--- src/psmcb_pkg.sv ---
// constants for the manufacturer command bank of the power system manager
package psmcb_pkg;

	// ------------------------------------------------------------
	// command codes
	// ------------------------------------------------------------
	localparam logic [7:0] CMD_FAULT_PIN00   = 8'hD5;
	localparam logic [7:0] CMD_FAULT_PIN01   = 8'hD6;
	localparam logic [7:0] CMD_FAULT_PIN10   = 8'hD7;
	localparam logic [7:0] CMD_FAULT_PIN11   = 8'hD8;
	localparam logic [7:0] CMD_INEN_OV_RESP  = 8'hD9;
	localparam logic [7:0] CMD_INEN_UV_RESP  = 8'hDA;
	localparam logic [7:0] CMD_RETRY_INTV    = 8'hDB;
	localparam logic [7:0] CMD_RESTART_INTV  = 8'hDC;
	localparam logic [7:0] CMD_VOUT_PEAK     = 8'hDD;
	localparam logic [7:0] CMD_VIN_PEAK      = 8'hDE;
	localparam logic [7:0] CMD_TEMP_PEAK     = 8'hDF;
	localparam logic [7:0] CMD_TRIM_DAC      = 8'hE0;
	localparam logic [7:0] CMD_PGOOD_DELAY   = 8'hE1;
	localparam logic [7:0] CMD_WDOG_FIRST    = 8'hE2;
	localparam logic [7:0] CMD_WDOG_INTV     = 8'hE3;
	localparam logic [7:0] CMD_PAGE_MASK     = 8'hE4;
	localparam logic [7:0] CMD_PAD_STATE     = 8'hE5;
	localparam logic [7:0] CMD_BASE_ADDR     = 8'hE6;
	localparam logic [7:0] CMD_PART_ID       = 8'hE7;
	localparam logic [7:0] CMD_LOT_CODE      = 8'hE8;
	localparam logic [7:0] CMD_OFF_COEFF     = 8'hE9;
	localparam logic [7:0] CMD_LOG_STORE     = 8'hEA;
	localparam logic [7:0] CMD_LOG_RESTORE   = 8'hEB;
	localparam logic [7:0] CMD_LOG_CLEAR     = 8'hEC;
	localparam logic [7:0] CMD_LOG_STATUS    = 8'hED;
	localparam logic [7:0] CMD_LOG_READOUT   = 8'hEE;
	localparam logic [7:0] CMD_SHARED_STATUS = 8'hEF;
	localparam logic [7:0] CMD_RETRY_LIMIT   = 8'hF7;
	localparam logic [7:0] CMD_VOUT_MIN      = 8'hFB;
	localparam logic [7:0] CMD_VIN_MIN       = 8'hFC;
	localparam logic [7:0] CMD_TEMP_MIN      = 8'hFD;

	// ------------------------------------------------------------
	// reset values
	// ------------------------------------------------------------
	localparam logic [7:0]  RST_FAULT_RESP   = 8'h00;
	localparam logic [7:0]  RST_INEN_RESP    = 8'h00;
	localparam logic [15:0] RST_RETRY_INTV   = 16'hF320;
	localparam logic [15:0] RST_RESTART_INTV = 16'hFB20;
	localparam logic [15:0] RST_PGOOD_DELAY  = 16'hEB20;
	localparam logic [15:0] RST_WDOG         = 16'h8000;
	localparam logic [7:0]  RST_PAGE_MASK    = 8'hFF;
	localparam logic [7:0]  RST_BASE_ADDR    = 8'h5C;
	localparam logic [15:0] RST_OFF_COEFF    = 16'hC200;
	localparam logic [7:0]  RST_RETRY_LIMIT  = 8'h07;
	localparam logic [15:0] RST_WORD_ZERO    = 16'h0000;

	// ------------------------------------------------------------
	// fields, pages and sizes
	// ------------------------------------------------------------
	localparam int          NUM_PAGES     = 8;
	localparam logic [7:0]  PAGE_LAST     = 8'h07;
	localparam int          DAC_BITS      = 10;
	localparam int          L11_EXP_LSB   = 11;
	localparam int          L11_MANT_BITS = 11;
	localparam logic [4:0]  L11_EXP_BIAS  = 5'h10;
	localparam int          FIX_FRAC      = 16;
	localparam logic [7:0]  LOG_LEAD_BYTE = 8'hFF;
	localparam int          LOG_DATA_LEN  = 255;
	localparam logic [7:0]  LOG_IDX_LAST  = 8'hFF;
	localparam logic [15:0] VOUT_MAX      = 16'hFFFF;

endpackage : psmcb_pkg

--- src/psmcb_bank.sv ---
// manufacturer command register bank with trackers and fault-log readout
`timescale 1ns/100ps
module psmcb_bank #(
	// arbitrary neutral identification values
	parameter logic [15:0] PART_ID  = 16'h0A5A,
	parameter logic [63:0] LOT_CODE = 64'h0000_0000_0000_0000
) (
	// clock and reset
	input  wire logic                            clk_i,
	input  wire logic                            rstn_i,
	// decoded command port
	input  wire logic                            cmd_rd_i,
	input  wire logic                            cmd_wr_i,
	input  wire logic                            cmd_send_i,
	input  wire logic [7:0]                      cmd_code_i,
	input  wire logic [15:0]                     cmd_wdata_i,
	input  wire logic [7:0]                      page_i,
	output      logic                            rsp_valid_o,
	output      logic [15:0]                     rsp_data_o,
	output      logic                            rsp_err_o,
	// telemetry samples
	input  wire logic                            vout_valid_i,
	input  wire logic [2:0]                      vout_chan_i,
	input  wire logic [15:0]                     vout_i,
	input  wire logic                            vin_valid_i,
	input  wire logic [15:0]                     vin_i,
	input  wire logic                            temp_valid_i,
	input  wire logic [15:0]                     temp_i,
	// off threshold request
	input  wire logic                            vcmd_valid_i,
	input  wire logic [2:0]                      vcmd_chan_i,
	input  wire logic [15:0]                     vcmd_i,
	output      logic                            thr_valid_o,
	output      logic [2:0]                      thr_chan_o,
	output      logic [15:0]                     thr_o,
	// pads and device status
	input  wire logic [15:0]                     pads_i,
	input  wire logic [7:0]                      log_status_i,
	input  wire logic [7:0]                      shared_status_i,
	// fault log ram fill
	input  wire logic                            log_wr_i,
	input  wire logic [7:0]                      log_waddr_i,
	input  wire logic [7:0]                      log_wdata_i,
	// fault log engine strobes
	output      logic                            log_store_o,
	output      logic                            fault_off_o,
	output      logic                            log_restore_o,
	output      logic                            log_clear_o,
	// configuration to the rest of the device
	output      logic [4*8-1:0]                  fault_pin_resp_o,
	output      logic [7:0]                      inen_ov_resp_o,
	output      logic [7:0]                      inen_uv_resp_o,
	output      logic [15:0]                     retry_intv_o,
	output      logic [15:0]                     restart_intv_o,
	output      logic [15:0]                     pgood_delay_o,
	output      logic [15:0]                     wdog_first_o,
	output      logic [15:0]                     wdog_intv_o,
	output      logic [7:0]                      page_mask_o,
	output      logic [7:0]                      base_addr_o,
	output      logic [7:0]                      retry_limit_o,
	output      logic [psmcb_pkg::NUM_PAGES*psmcb_pkg::DAC_BITS-1:0] dac_o
);
	import psmcb_pkg::*;

	// ------------------------------------------------------------
	// helpers
	// ------------------------------------------------------------
	// exponent-mantissa word to signed fixed point, 16 fraction bits
	function automatic logic signed [42:0] l11_fix(input logic [15:0] w);
		logic signed [42:0] m;
		logic [4:0]         e;
		m = 43'(signed'(w[L11_MANT_BITS-1:0]));
		e = w[15:L11_EXP_LSB] ^ L11_EXP_BIAS;
		l11_fix = m <<< e;
	endfunction

	// unsigned voltage word times coefficient, saturated
	function automatic logic [15:0] thr_calc(input logic [15:0] v,
	                                        input logic [15:0] c);
		logic signed [59:0] p;
		logic [4:0]         e;
		p = 60'(signed'({1'b0, v}) * signed'(c[L11_MANT_BITS-1:0]));
		e = c[15:L11_EXP_LSB] ^ L11_EXP_BIAS;
		p = (p <<< e) >>> FIX_FRAC;
		if (p < 0)
			thr_calc = RST_WORD_ZERO;
		else if (p > 60'(VOUT_MAX))
			thr_calc = VOUT_MAX;
		else
			thr_calc = p[15:0];
	endfunction

	// ------------------------------------------------------------
	// reset release and pad synchroniser
	// ------------------------------------------------------------
	logic [1:0]  rst_sync_r;
	logic        rst_n;
	logic [15:0] pads_meta_r;
	logic [15:0] pads_r;

	always_ff @(posedge clk_i or negedge rstn_i)
		if (!rstn_i)
			rst_sync_r <= 2'h0;
		else
			rst_sync_r <= {rst_sync_r[0], 1'b1};
	assign rst_n = rst_sync_r[1];

	always_ff @(posedge clk_i or negedge rst_n)
		if (!rst_n)
		begin
			pads_meta_r <= RST_WORD_ZERO;
			pads_r      <= RST_WORD_ZERO;
		end
		else
		begin
			pads_meta_r <= pads_i;
			pads_r      <= pads_meta_r;
		end

	// ------------------------------------------------------------
	// command decode
	// ------------------------------------------------------------
	wire         page_ok  = (page_i <= PAGE_LAST);
	wire [2:0]   pg       = page_i[2:0];
	wire         is_paged = (cmd_code_i == CMD_VOUT_PEAK)
	                      || (cmd_code_i == CMD_TRIM_DAC)
	                      || (cmd_code_i == CMD_LOT_CODE)
	                      || (cmd_code_i == CMD_OFF_COEFF)
	                      || (cmd_code_i == CMD_VOUT_MIN);
	wire         bad_page = is_paged && !page_ok;
	wire         wr_go    = cmd_wr_i && !bad_page;

	// ------------------------------------------------------------
	// writable registers
	// ------------------------------------------------------------
	logic [7:0]  fresp_r [4];
	logic [7:0]  inen_ov_r, inen_uv_r, page_mask_r, base_addr_r;
	logic [7:0]  retry_lim_r;
	logic [15:0] retry_intv_r, restart_r, pgood_r, wdog_first_r, wdog_r;
	logic [DAC_BITS-1:0] dac_r [NUM_PAGES];
	logic [15:0] coeff_r [NUM_PAGES];
	logic        wr_known;

	always_ff @(posedge clk_i or negedge rst_n)
		if (!rst_n)
		begin
			for (int i = 0; i < 4; i++)
				fresp_r[i] <= RST_FAULT_RESP;
			inen_ov_r    <= RST_INEN_RESP;
			inen_uv_r    <= RST_INEN_RESP;
			retry_intv_r <= RST_RETRY_INTV;
			restart_r    <= RST_RESTART_INTV;
			pgood_r      <= RST_PGOOD_DELAY;
			wdog_first_r <= RST_WDOG;
			wdog_r       <= RST_WDOG;
			page_mask_r  <= RST_PAGE_MASK;
			base_addr_r  <= RST_BASE_ADDR;
			retry_lim_r  <= RST_RETRY_LIMIT;
			for (int i = 0; i < NUM_PAGES; i++)
			begin
				dac_r[i]   <= DAC_BITS'(RST_WORD_ZERO);
				coeff_r[i] <= RST_OFF_COEFF;
			end
		end
		else if (wr_go)
		begin
			if (cmd_code_i >= CMD_FAULT_PIN00 && cmd_code_i <= CMD_FAULT_PIN11)
				fresp_r[2'(cmd_code_i - CMD_FAULT_PIN00)] <= cmd_wdata_i[7:0];
			else if (cmd_code_i == CMD_INEN_OV_RESP)
				inen_ov_r <= cmd_wdata_i[7:0];
			else if (cmd_code_i == CMD_INEN_UV_RESP)
				inen_uv_r <= cmd_wdata_i[7:0];
			else if (cmd_code_i == CMD_RETRY_INTV)
				retry_intv_r <= cmd_wdata_i;
			else if (cmd_code_i == CMD_RESTART_INTV)
				restart_r <= cmd_wdata_i;
			else if (cmd_code_i == CMD_TRIM_DAC)
				dac_r[pg] <= cmd_wdata_i[DAC_BITS-1:0];
			else if (cmd_code_i == CMD_PGOOD_DELAY)
				pgood_r <= cmd_wdata_i;
			else if (cmd_code_i == CMD_WDOG_FIRST)
				wdog_first_r <= cmd_wdata_i;
			else if (cmd_code_i == CMD_WDOG_INTV)
				wdog_r <= cmd_wdata_i;
			else if (cmd_code_i == CMD_PAGE_MASK)
				page_mask_r <= cmd_wdata_i[7:0];
			else if (cmd_code_i == CMD_BASE_ADDR)
				base_addr_r <= cmd_wdata_i[7:0];
			else if (cmd_code_i == CMD_OFF_COEFF)
				coeff_r[pg] <= cmd_wdata_i;
			else if (cmd_code_i == CMD_RETRY_LIMIT)
				retry_lim_r <= cmd_wdata_i[7:0];
		end

	assign wr_known = (cmd_code_i >= CMD_FAULT_PIN00
	                   && cmd_code_i <= CMD_RESTART_INTV)
	                || (cmd_code_i >= CMD_TRIM_DAC
	                   && cmd_code_i <= CMD_PAGE_MASK)
	                || (cmd_code_i == CMD_BASE_ADDR)
	                || (cmd_code_i == CMD_OFF_COEFF)
	                || (cmd_code_i == CMD_RETRY_LIMIT);

	// ------------------------------------------------------------
	// telemetry trackers
	// ------------------------------------------------------------
	// empty trackers read zero until the first sample arrives
	logic [15:0] vpk_r [NUM_PAGES];
	logic [15:0] vmn_r [NUM_PAGES];
	logic [NUM_PAGES-1:0] vseen_r;
	logic [15:0] vinpk_r, vinmn_r, tpk_r, tmn_r;
	logic        vinseen_r, tseen_r;

	always_ff @(posedge clk_i or negedge rst_n)
		if (!rst_n)
		begin
			for (int i = 0; i < NUM_PAGES; i++)
			begin
				vpk_r[i] <= RST_WORD_ZERO;
				vmn_r[i] <= RST_WORD_ZERO;
			end
			vseen_r   <= '0;
			vinpk_r   <= RST_WORD_ZERO;
			vinmn_r   <= RST_WORD_ZERO;
			tpk_r     <= RST_WORD_ZERO;
			tmn_r     <= RST_WORD_ZERO;
			vinseen_r <= 1'b0;
			tseen_r   <= 1'b0;
		end
		else
		begin
			if (vout_valid_i)
			begin
				vseen_r[vout_chan_i] <= 1'b1;
				if (!vseen_r[vout_chan_i] || vout_i > vpk_r[vout_chan_i])
					vpk_r[vout_chan_i] <= vout_i;
				if (!vseen_r[vout_chan_i] || vout_i < vmn_r[vout_chan_i])
					vmn_r[vout_chan_i] <= vout_i;
			end
			if (vin_valid_i)
			begin
				vinseen_r <= 1'b1;
				if (!vinseen_r || l11_fix(vin_i) > l11_fix(vinpk_r))
					vinpk_r <= vin_i;
				if (!vinseen_r || l11_fix(vin_i) < l11_fix(vinmn_r))
					vinmn_r <= vin_i;
			end
			if (temp_valid_i)
			begin
				tseen_r <= 1'b1;
				if (!tseen_r || l11_fix(temp_i) > l11_fix(tpk_r))
					tpk_r <= temp_i;
				if (!tseen_r || l11_fix(temp_i) < l11_fix(tmn_r))
					tmn_r <= temp_i;
			end
		end

	// ------------------------------------------------------------
	// fault log ram and readout
	// ------------------------------------------------------------
	logic [7:0] log_mem [LOG_DATA_LEN];
	logic [7:0] log_idx_r;
	wire        log_rd   = cmd_rd_i && (cmd_code_i == CMD_LOG_READOUT);
	wire [7:0]  log_byte = (log_idx_r == 8'h00) ? LOG_LEAD_BYTE
	                     : log_mem[log_idx_r - 8'h01];

	// ram has no reset: contents come from the logging engine
	always_ff @(posedge clk_i)
		if (log_wr_i && log_waddr_i < 8'(LOG_DATA_LEN))
			log_mem[log_waddr_i] <= log_wdata_i;

	// any other command restarts the readout at the lead byte
	always_ff @(posedge clk_i or negedge rst_n)
		if (!rst_n)
			log_idx_r <= 8'h00;
		else if (log_rd)
			log_idx_r <= log_idx_r + 8'h01;
		else if (cmd_rd_i || cmd_wr_i || cmd_send_i)
			log_idx_r <= 8'h00;

	// ------------------------------------------------------------
	// read mux
	// ------------------------------------------------------------
	logic [15:0] rd_data;
	logic        rd_known;

	always_comb
	begin
		rd_data  = RST_WORD_ZERO;
		rd_known = 1'b1;
		if (cmd_code_i >= CMD_FAULT_PIN00 && cmd_code_i <= CMD_FAULT_PIN11)
			rd_data = {8'h00, fresp_r[2'(cmd_code_i - CMD_FAULT_PIN00)]};
		else if (cmd_code_i == CMD_INEN_OV_RESP)
			rd_data = {8'h00, inen_ov_r};
		else if (cmd_code_i == CMD_INEN_UV_RESP)
			rd_data = {8'h00, inen_uv_r};
		else if (cmd_code_i == CMD_RETRY_INTV)
			rd_data = retry_intv_r;
		else if (cmd_code_i == CMD_RESTART_INTV)
			rd_data = restart_r;
		else if (cmd_code_i == CMD_VOUT_PEAK)
			rd_data = vpk_r[pg];
		else if (cmd_code_i == CMD_VIN_PEAK)
			rd_data = vinpk_r;
		else if (cmd_code_i == CMD_TEMP_PEAK)
			rd_data = tpk_r;
		else if (cmd_code_i == CMD_TRIM_DAC)
			rd_data = 16'(dac_r[pg]);
		else if (cmd_code_i == CMD_PGOOD_DELAY)
			rd_data = pgood_r;
		else if (cmd_code_i == CMD_WDOG_FIRST)
			rd_data = wdog_first_r;
		else if (cmd_code_i == CMD_WDOG_INTV)
			rd_data = wdog_r;
		else if (cmd_code_i == CMD_PAGE_MASK)
			rd_data = {8'h00, page_mask_r};
		else if (cmd_code_i == CMD_PAD_STATE)
			rd_data = pads_r;
		else if (cmd_code_i == CMD_BASE_ADDR)
			rd_data = {8'h00, base_addr_r};
		else if (cmd_code_i == CMD_PART_ID)
			rd_data = PART_ID;
		else if (cmd_code_i == CMD_LOT_CODE)
			rd_data = {8'h00, LOT_CODE[pg*8 +: 8]};
		else if (cmd_code_i == CMD_OFF_COEFF)
			rd_data = coeff_r[pg];
		else if (cmd_code_i == CMD_LOG_STATUS)
			rd_data = {8'h00, log_status_i};
		else if (cmd_code_i == CMD_LOG_READOUT)
			rd_data = {8'h00, log_byte};
		else if (cmd_code_i == CMD_SHARED_STATUS)
			rd_data = {8'h00, shared_status_i};
		else if (cmd_code_i == CMD_RETRY_LIMIT)
			rd_data = {8'h00, retry_lim_r};
		else if (cmd_code_i == CMD_VOUT_MIN)
			rd_data = vmn_r[pg];
		else if (cmd_code_i == CMD_VIN_MIN)
			rd_data = vinmn_r;
		else if (cmd_code_i == CMD_TEMP_MIN)
			rd_data = tmn_r;
		else
			rd_known = 1'b0;
	end

	wire send_known = (cmd_code_i >= CMD_LOG_STORE
	                   && cmd_code_i <= CMD_LOG_CLEAR);
	wire any_cmd    = cmd_rd_i || cmd_wr_i || cmd_send_i;
	wire cmd_err    = (cmd_rd_i && (!rd_known || bad_page))
	                || (cmd_wr_i && (!wr_known || bad_page))
	                || (cmd_send_i && !send_known);

	// ------------------------------------------------------------
	// answer, strobes and threshold
	// ------------------------------------------------------------
	always_ff @(posedge clk_i or negedge rst_n)
		if (!rst_n)
		begin
			rsp_valid_o   <= 1'b0;
			rsp_data_o    <= RST_WORD_ZERO;
			rsp_err_o     <= 1'b0;
			log_store_o   <= 1'b0;
			fault_off_o   <= 1'b0;
			log_restore_o <= 1'b0;
			log_clear_o   <= 1'b0;
			thr_valid_o   <= 1'b0;
			thr_chan_o    <= 3'h0;
			thr_o         <= RST_WORD_ZERO;
		end
		else
		begin
			rsp_valid_o   <= any_cmd;
			rsp_data_o    <= (cmd_rd_i && !cmd_err) ? rd_data
			                                         : RST_WORD_ZERO;
			rsp_err_o     <= cmd_err;
			log_store_o   <= cmd_send_i && cmd_code_i == CMD_LOG_STORE;
			fault_off_o   <= cmd_send_i && cmd_code_i == CMD_LOG_STORE;
			log_restore_o <= cmd_send_i
			                 && cmd_code_i == CMD_LOG_RESTORE;
			log_clear_o   <= cmd_send_i && cmd_code_i == CMD_LOG_CLEAR;
			thr_valid_o   <= vcmd_valid_i;
			if (vcmd_valid_i)
			begin
				thr_chan_o <= vcmd_chan_i;
				thr_o      <= thr_calc(vcmd_i, coeff_r[vcmd_chan_i]);
			end
		end

	// ------------------------------------------------------------
	// configuration outputs
	// ------------------------------------------------------------
	// plain copies of the holding flops, no extra logic between
	assign fault_pin_resp_o = {fresp_r[3], fresp_r[2], fresp_r[1], fresp_r[0]};
	assign inen_ov_resp_o   = inen_ov_r;
	assign inen_uv_resp_o   = inen_uv_r;
	assign retry_intv_o     = retry_intv_r;
	assign restart_intv_o   = restart_r;
	assign pgood_delay_o    = pgood_r;
	assign wdog_first_o     = wdog_first_r;
	assign wdog_intv_o      = wdog_r;
	assign page_mask_o      = page_mask_r;
	assign base_addr_o      = base_addr_r;
	assign retry_limit_o    = retry_lim_r;
	assign dac_o            = {dac_r[7], dac_r[6], dac_r[5], dac_r[4],
	                           dac_r[3], dac_r[2], dac_r[1], dac_r[0]};

endmodule // psmcb_bank

--- config.mk ---
export PLATFORM = sky130hd
export DESIGN_NAME = psmcb_bank
export DESIGN_NICKNAME = d
export VERILOG_FILES = /design/src/psmcb_pkg.sv /design/src/psmcb_bank.sv
export SDC_FILE = /design/constraint.sdc
export NUM_CORES = 2
export LEC_CHECK = 0
export BUFFER_PORTS_ARGS = -buffer_cell sky130_fd_sc_hd__buf_4
export CAP_MARGIN = 20
export CORE_MARGIN = 1.5
export CORE_UTILIZATION = 36
export CTS_BUF_LIST = sky130_fd_sc_hd__clkbuf_8
export DETAILED_ROUTE_END_ITERATION = 10
export PLACE_DENSITY = 0.61
export SLEW_MARGIN = 20
export SYNTH_ARGS = -nofsm -noshare
export SYNTH_HDL_FRONTEND = slang
export SYNTH_SLANG_ARGS = --single-unit
--- constraint.sdc ---
create_clock -name clk_i -period 47.2 [get_ports clk_i]
set_input_delay 9.44 -clock clk_i [delete_from_list [all_inputs] [get_ports clk_i]]
set_output_delay 9.44 -clock clk_i [all_outputs]
set_load 0.01 [all_outputs]
==> results by group <==
Run status
  • Status: finished clean

Synth
  • Main synth FF type: edfxtp_1
  • Synth async-reset ratio: 0.275
  • Cells after Synth: 8701
  • Top cell type by total area after synthesis: edfxtp_1
  • Cell variety after synth: 90
  • Mapped Area: 0.133 mm2
  • Post-synthesis sequential element count: 2813
  • Synth top area cells: edfxtp_1 46%, dfrtp_1 13%, mux4_2 12%, mux2_2 6.2%, ha_1 2.7%
  • Share of the synthesized area in the top cell type: 0.462
  • Post-synth EDFFs: 2040
  • Syn Area/Cell: 15.2 um2
  • Sequential fraction of the synthesis area: 0.608
  • Ys Warns: 0
  • Syn nets: 9274

Drt
  • Avg WL per Cell: 30.4 um
  • Initial DRT Pass Iterations: 6
  • Routed Antenna Nets: 0
  • DRC viols: 0
  • Via count: 84282
  • Final WL: 437000 um
  • Starting DRT DRC Count: 9359
  • Vias per cell: 5.86

Placement
  • Placed cell count: 13542
  • Routability Congestion: 0.953
  • Hpwl dp: 296000 um
  • PortBufs: 433

Critical path
  • Buf+Inv Stages, Crit Path: 4
  • CP endpoint kind: register
  • CP delay by family, top: adder cells
  • Worst path slowest cell: nor3_4
  • Crit-path max cell delay: 630 ps
  • Most numerous cell on the critical path: fa_1
  • Critical Path RT: 48180 ps
  • R2R cell count: 23
  • Critical path launch point: vcmd_chan_i[0]
  • Crit path cell chain: buf_4 > mux4_2 > mux2i_2 > buf_6 > nor2_1 > fa_1 > inv_1 > fa_1 > fa_1 > fa_1 > fa_1 > inv_1 > ha_1 > a211o_1 > a221oi_2 > o31a_1 > o31ai_1 > o31ai_1 > o21ai_1 > a22o_1 > or4_1 > or4b_4 > nor3_4 > a211oi_1
  • Max Fanout on Critical Path: 33
  • R2R Setup Slk: 38220 ps
  • Critical Path AT: 18600 ps
  • Worst setup SP type: input pin
  • RR Endpoint: thr_o[2]$_DFFE_PN0P_
  • R2r startpoint: coeff_r[26]$_DFFE_PN0P_
  • Setup CP Type: input pin to register
  • Crit path depth: 24

Min path
  • Hold depth: 0
  • Min-delay worst type: register to register
  • Worst-case hold path end point: rst_sync_r[1]$_DFF_PN0_
  • HP Start: rst_sync_r[0]$_DFF_PN0_

Clocking
  • CTS tree: built
  • Clk_lat worst skew: 1160 ps
  • Root Driver: clkbuf_8
  • CTS Hold Bufs: 0
  • Sink Count: 2813
  • H-Tree Depth: 5
  • Worst-path clk slew: 60 ps
  • Deepest clock path buffer count: 4
  • # resized after CTS: 0
  • # Post-CTS Setup Buffers: 0
  • TritonCTS Buffers: 460

Layout
  • Area grow syn2layout: 13.2%
  • # nets final: 9761
  • Share of layout cells above drive strength 1: 0.293
  • End-of-flow core utilization: 0.410
  • Final cell count without fillers: 14388
  • Commonest non-fill, non-tap cells in the layout: 2040 x edfxtp_1, 727 x mux2_2, 708 x dfrtp_1
  • Leading cell type in the layout, fill and taps excluded: edfxtp_1
  • Filler Cell Count: 33120

Timing
  • Worst Tran Pin Value: 1250 ps
  • Final slew viol count: 0
  • Max frequency: 0.0567 GHz
  • Setup TNS: 0 ps
  • RSZ-0062 raised after global routing: no
  • Final worst-path cycle share: 0.373
  • Final Hold Vio Count: 0
  • Final setup skew: 130 ps
  • Worst slew margin: 0.160
  • Period minus WS final: 17620 ps
  • Final number of setup-violating endpoints: 0

Floorplan
  • Number of I/O pins: 434
  • Die extent in y: 610 um
  • Die Wd: 610 um
  • Core area: 0.366 mm2
  • Num rows: 222
  • Die footprint: 0.372 mm2
  • Starting Density: 0.362

Power
  • VDD IR-drop max: 0.0295 mV
  • P_leak: 54.1 nW
  • PnR Total Power: 6.09 mW
  • Pwr/cell area: 40.6 mW/mm2

Global route
  • First-pass GRT wire length: 624000 um
  • GRT Total Usage: 0.230
  • Initial antenna violation count: 61
  • Number of global-route vias before repair: 85805
  • Global route overflow: 0
  • Largest net degree at the start of global routing: 174

Run
  • Max-cap viol count: 0
## area by class of cell
type | instances | area (um2) | area share
inverters | 201 | 754 | 0.00502
clock buffers | 502 | 6910 | 0.0460
clock inverters | 321 | 1640 | 0.0109
multi-input cells | 5099 | 49300 | 0.329
well taps | 4816 | 6030 | 0.0401
diodes | 23 | 57.6 | 0.000383
flip-flops and latches | 2813 | 80700 | 0.537
repair buffers | 613 | 4750 | 0.0316
## logic make-up after synthesis
| group | Yosys count | share of synthesized area |
|---|---|---|
| and+or+nand+nor | 1643 | 0.0578 |
| muxes | 1583 | 0.192 |
| DFF | 2813 | 0.608 |
| AOI/OAI and AO/OA | 1431 | 0.0713 |
| other | 1 | 0.0000283 |
| adders and majority gates | 413 | 0.0461 |
| xor gates and xnor gates | 28 | 0.00185 |
| buffers and inverters | 789 | 0.0228 |
## worst register-to-register path, cell delays in order, from the launching register on
cell,delay [ps]
dfrtp_1,400
mux4_2,470
mux2i_2,530
buf_6,250
nor2_1,70
fa_1,480
inv_1,50
fa_1,450
fa_1,520
fa_1,440
fa_1,510
inv_1,50
ha_1,420
a211o_1,350
a221oi_2,380
o31a_1,270
o31ai_1,150
o31ai_1,430
o21ai_1,400
a22o_1,320
or4_1,510
or4b_4,580
nor3_4,630
a211oi_1,170
## per-stage QoR
step | setup slack, ps | instance area, um2 | hold slack, ps
after floorplan | 24170 | 133000 | 331
after global placement | 28330 | 142000 | 333
after detailed placement | 28460 | 142000 | 340
after CTS | 29710 | 150000 | 355
after global routing | 29170 | 150000 | 358
final | 29580 | 150000 | 353
## routing by layer
layer,GRT usage,vias up,share of wire
met4,0.119,40,0.057
met3,0.0610,986,0.094
met2,0.367,4172,0.47
li1,-,35146,-
met1,0.288,43938,0.38
met5,0,-,0.00052
## cells in the mapped netlist (55+ instances only)
| cell | n |
|---|---|
| a21o_1 | 69 |
| a21oi_1 | 258 |
| a22oi_1 | 129 |
| and2_1 | 74 |
| buf_1 | 97 |
| clkbuf_1 | 447 |
| dfrtp_1 | 710 |
| dfstp_2 | 63 |
| edfxtp_1 | 2040 |
| fa_1 | 126 |
| ha_1 | 287 |
| inv_1 | 194 |
| mux2_2 | 727 |
| mux2i_1 | 157 |
| mux4_2 | 697 |
| nand2_1 | 452 |
| nand2b_1 | 55 |
| nand3_1 | 73 |
| nor2_1 | 575 |
| nor2b_1 | 84 |
| nor3_1 | 74 |
| o21ai_0 | 279 |
| o22ai_1 | 239 |
## power breakdown
| group | leakage (nW) | total [mW] | internal, mW | switching, mW |
|---|---|---|---|---|
| clock | 4.97 | 2.01 | 1.02 | 0.997 |
| combinational | 21.1 | 1.12 | 0.463 | 0.656 |
| sequential | 28.1 | 2.96 | 2.78 | 0.173 |
| total | 54.1 | 6.09 | 4.26 | 1.83 |
## flip-flops by register name (all words and copies together), names as in the netlist, 32 cells and up
name              flops
dac_o                80
vpk_r               128
coeff_r             128
fault_pin_resp_o     32
log_mem            2040
vmn_r               128
## how the worst max path moves through the flow
stage,end
after floorplan,base_addr_o[0]$_DFFE_PN0P_
after global placement,thr_o[14]$_DFFE_PN0P_
after detailed placement,thr_o[2]$_DFFE_PN0P_
after CTS,thr_o[2]$_DFFE_PN0P_
after global routing,thr_o[2]$_DFFE_PN0P_
final,thr_o[2]$_DFFE_PN0P_
Note: power is estimated with default switching activity, not from simulation.
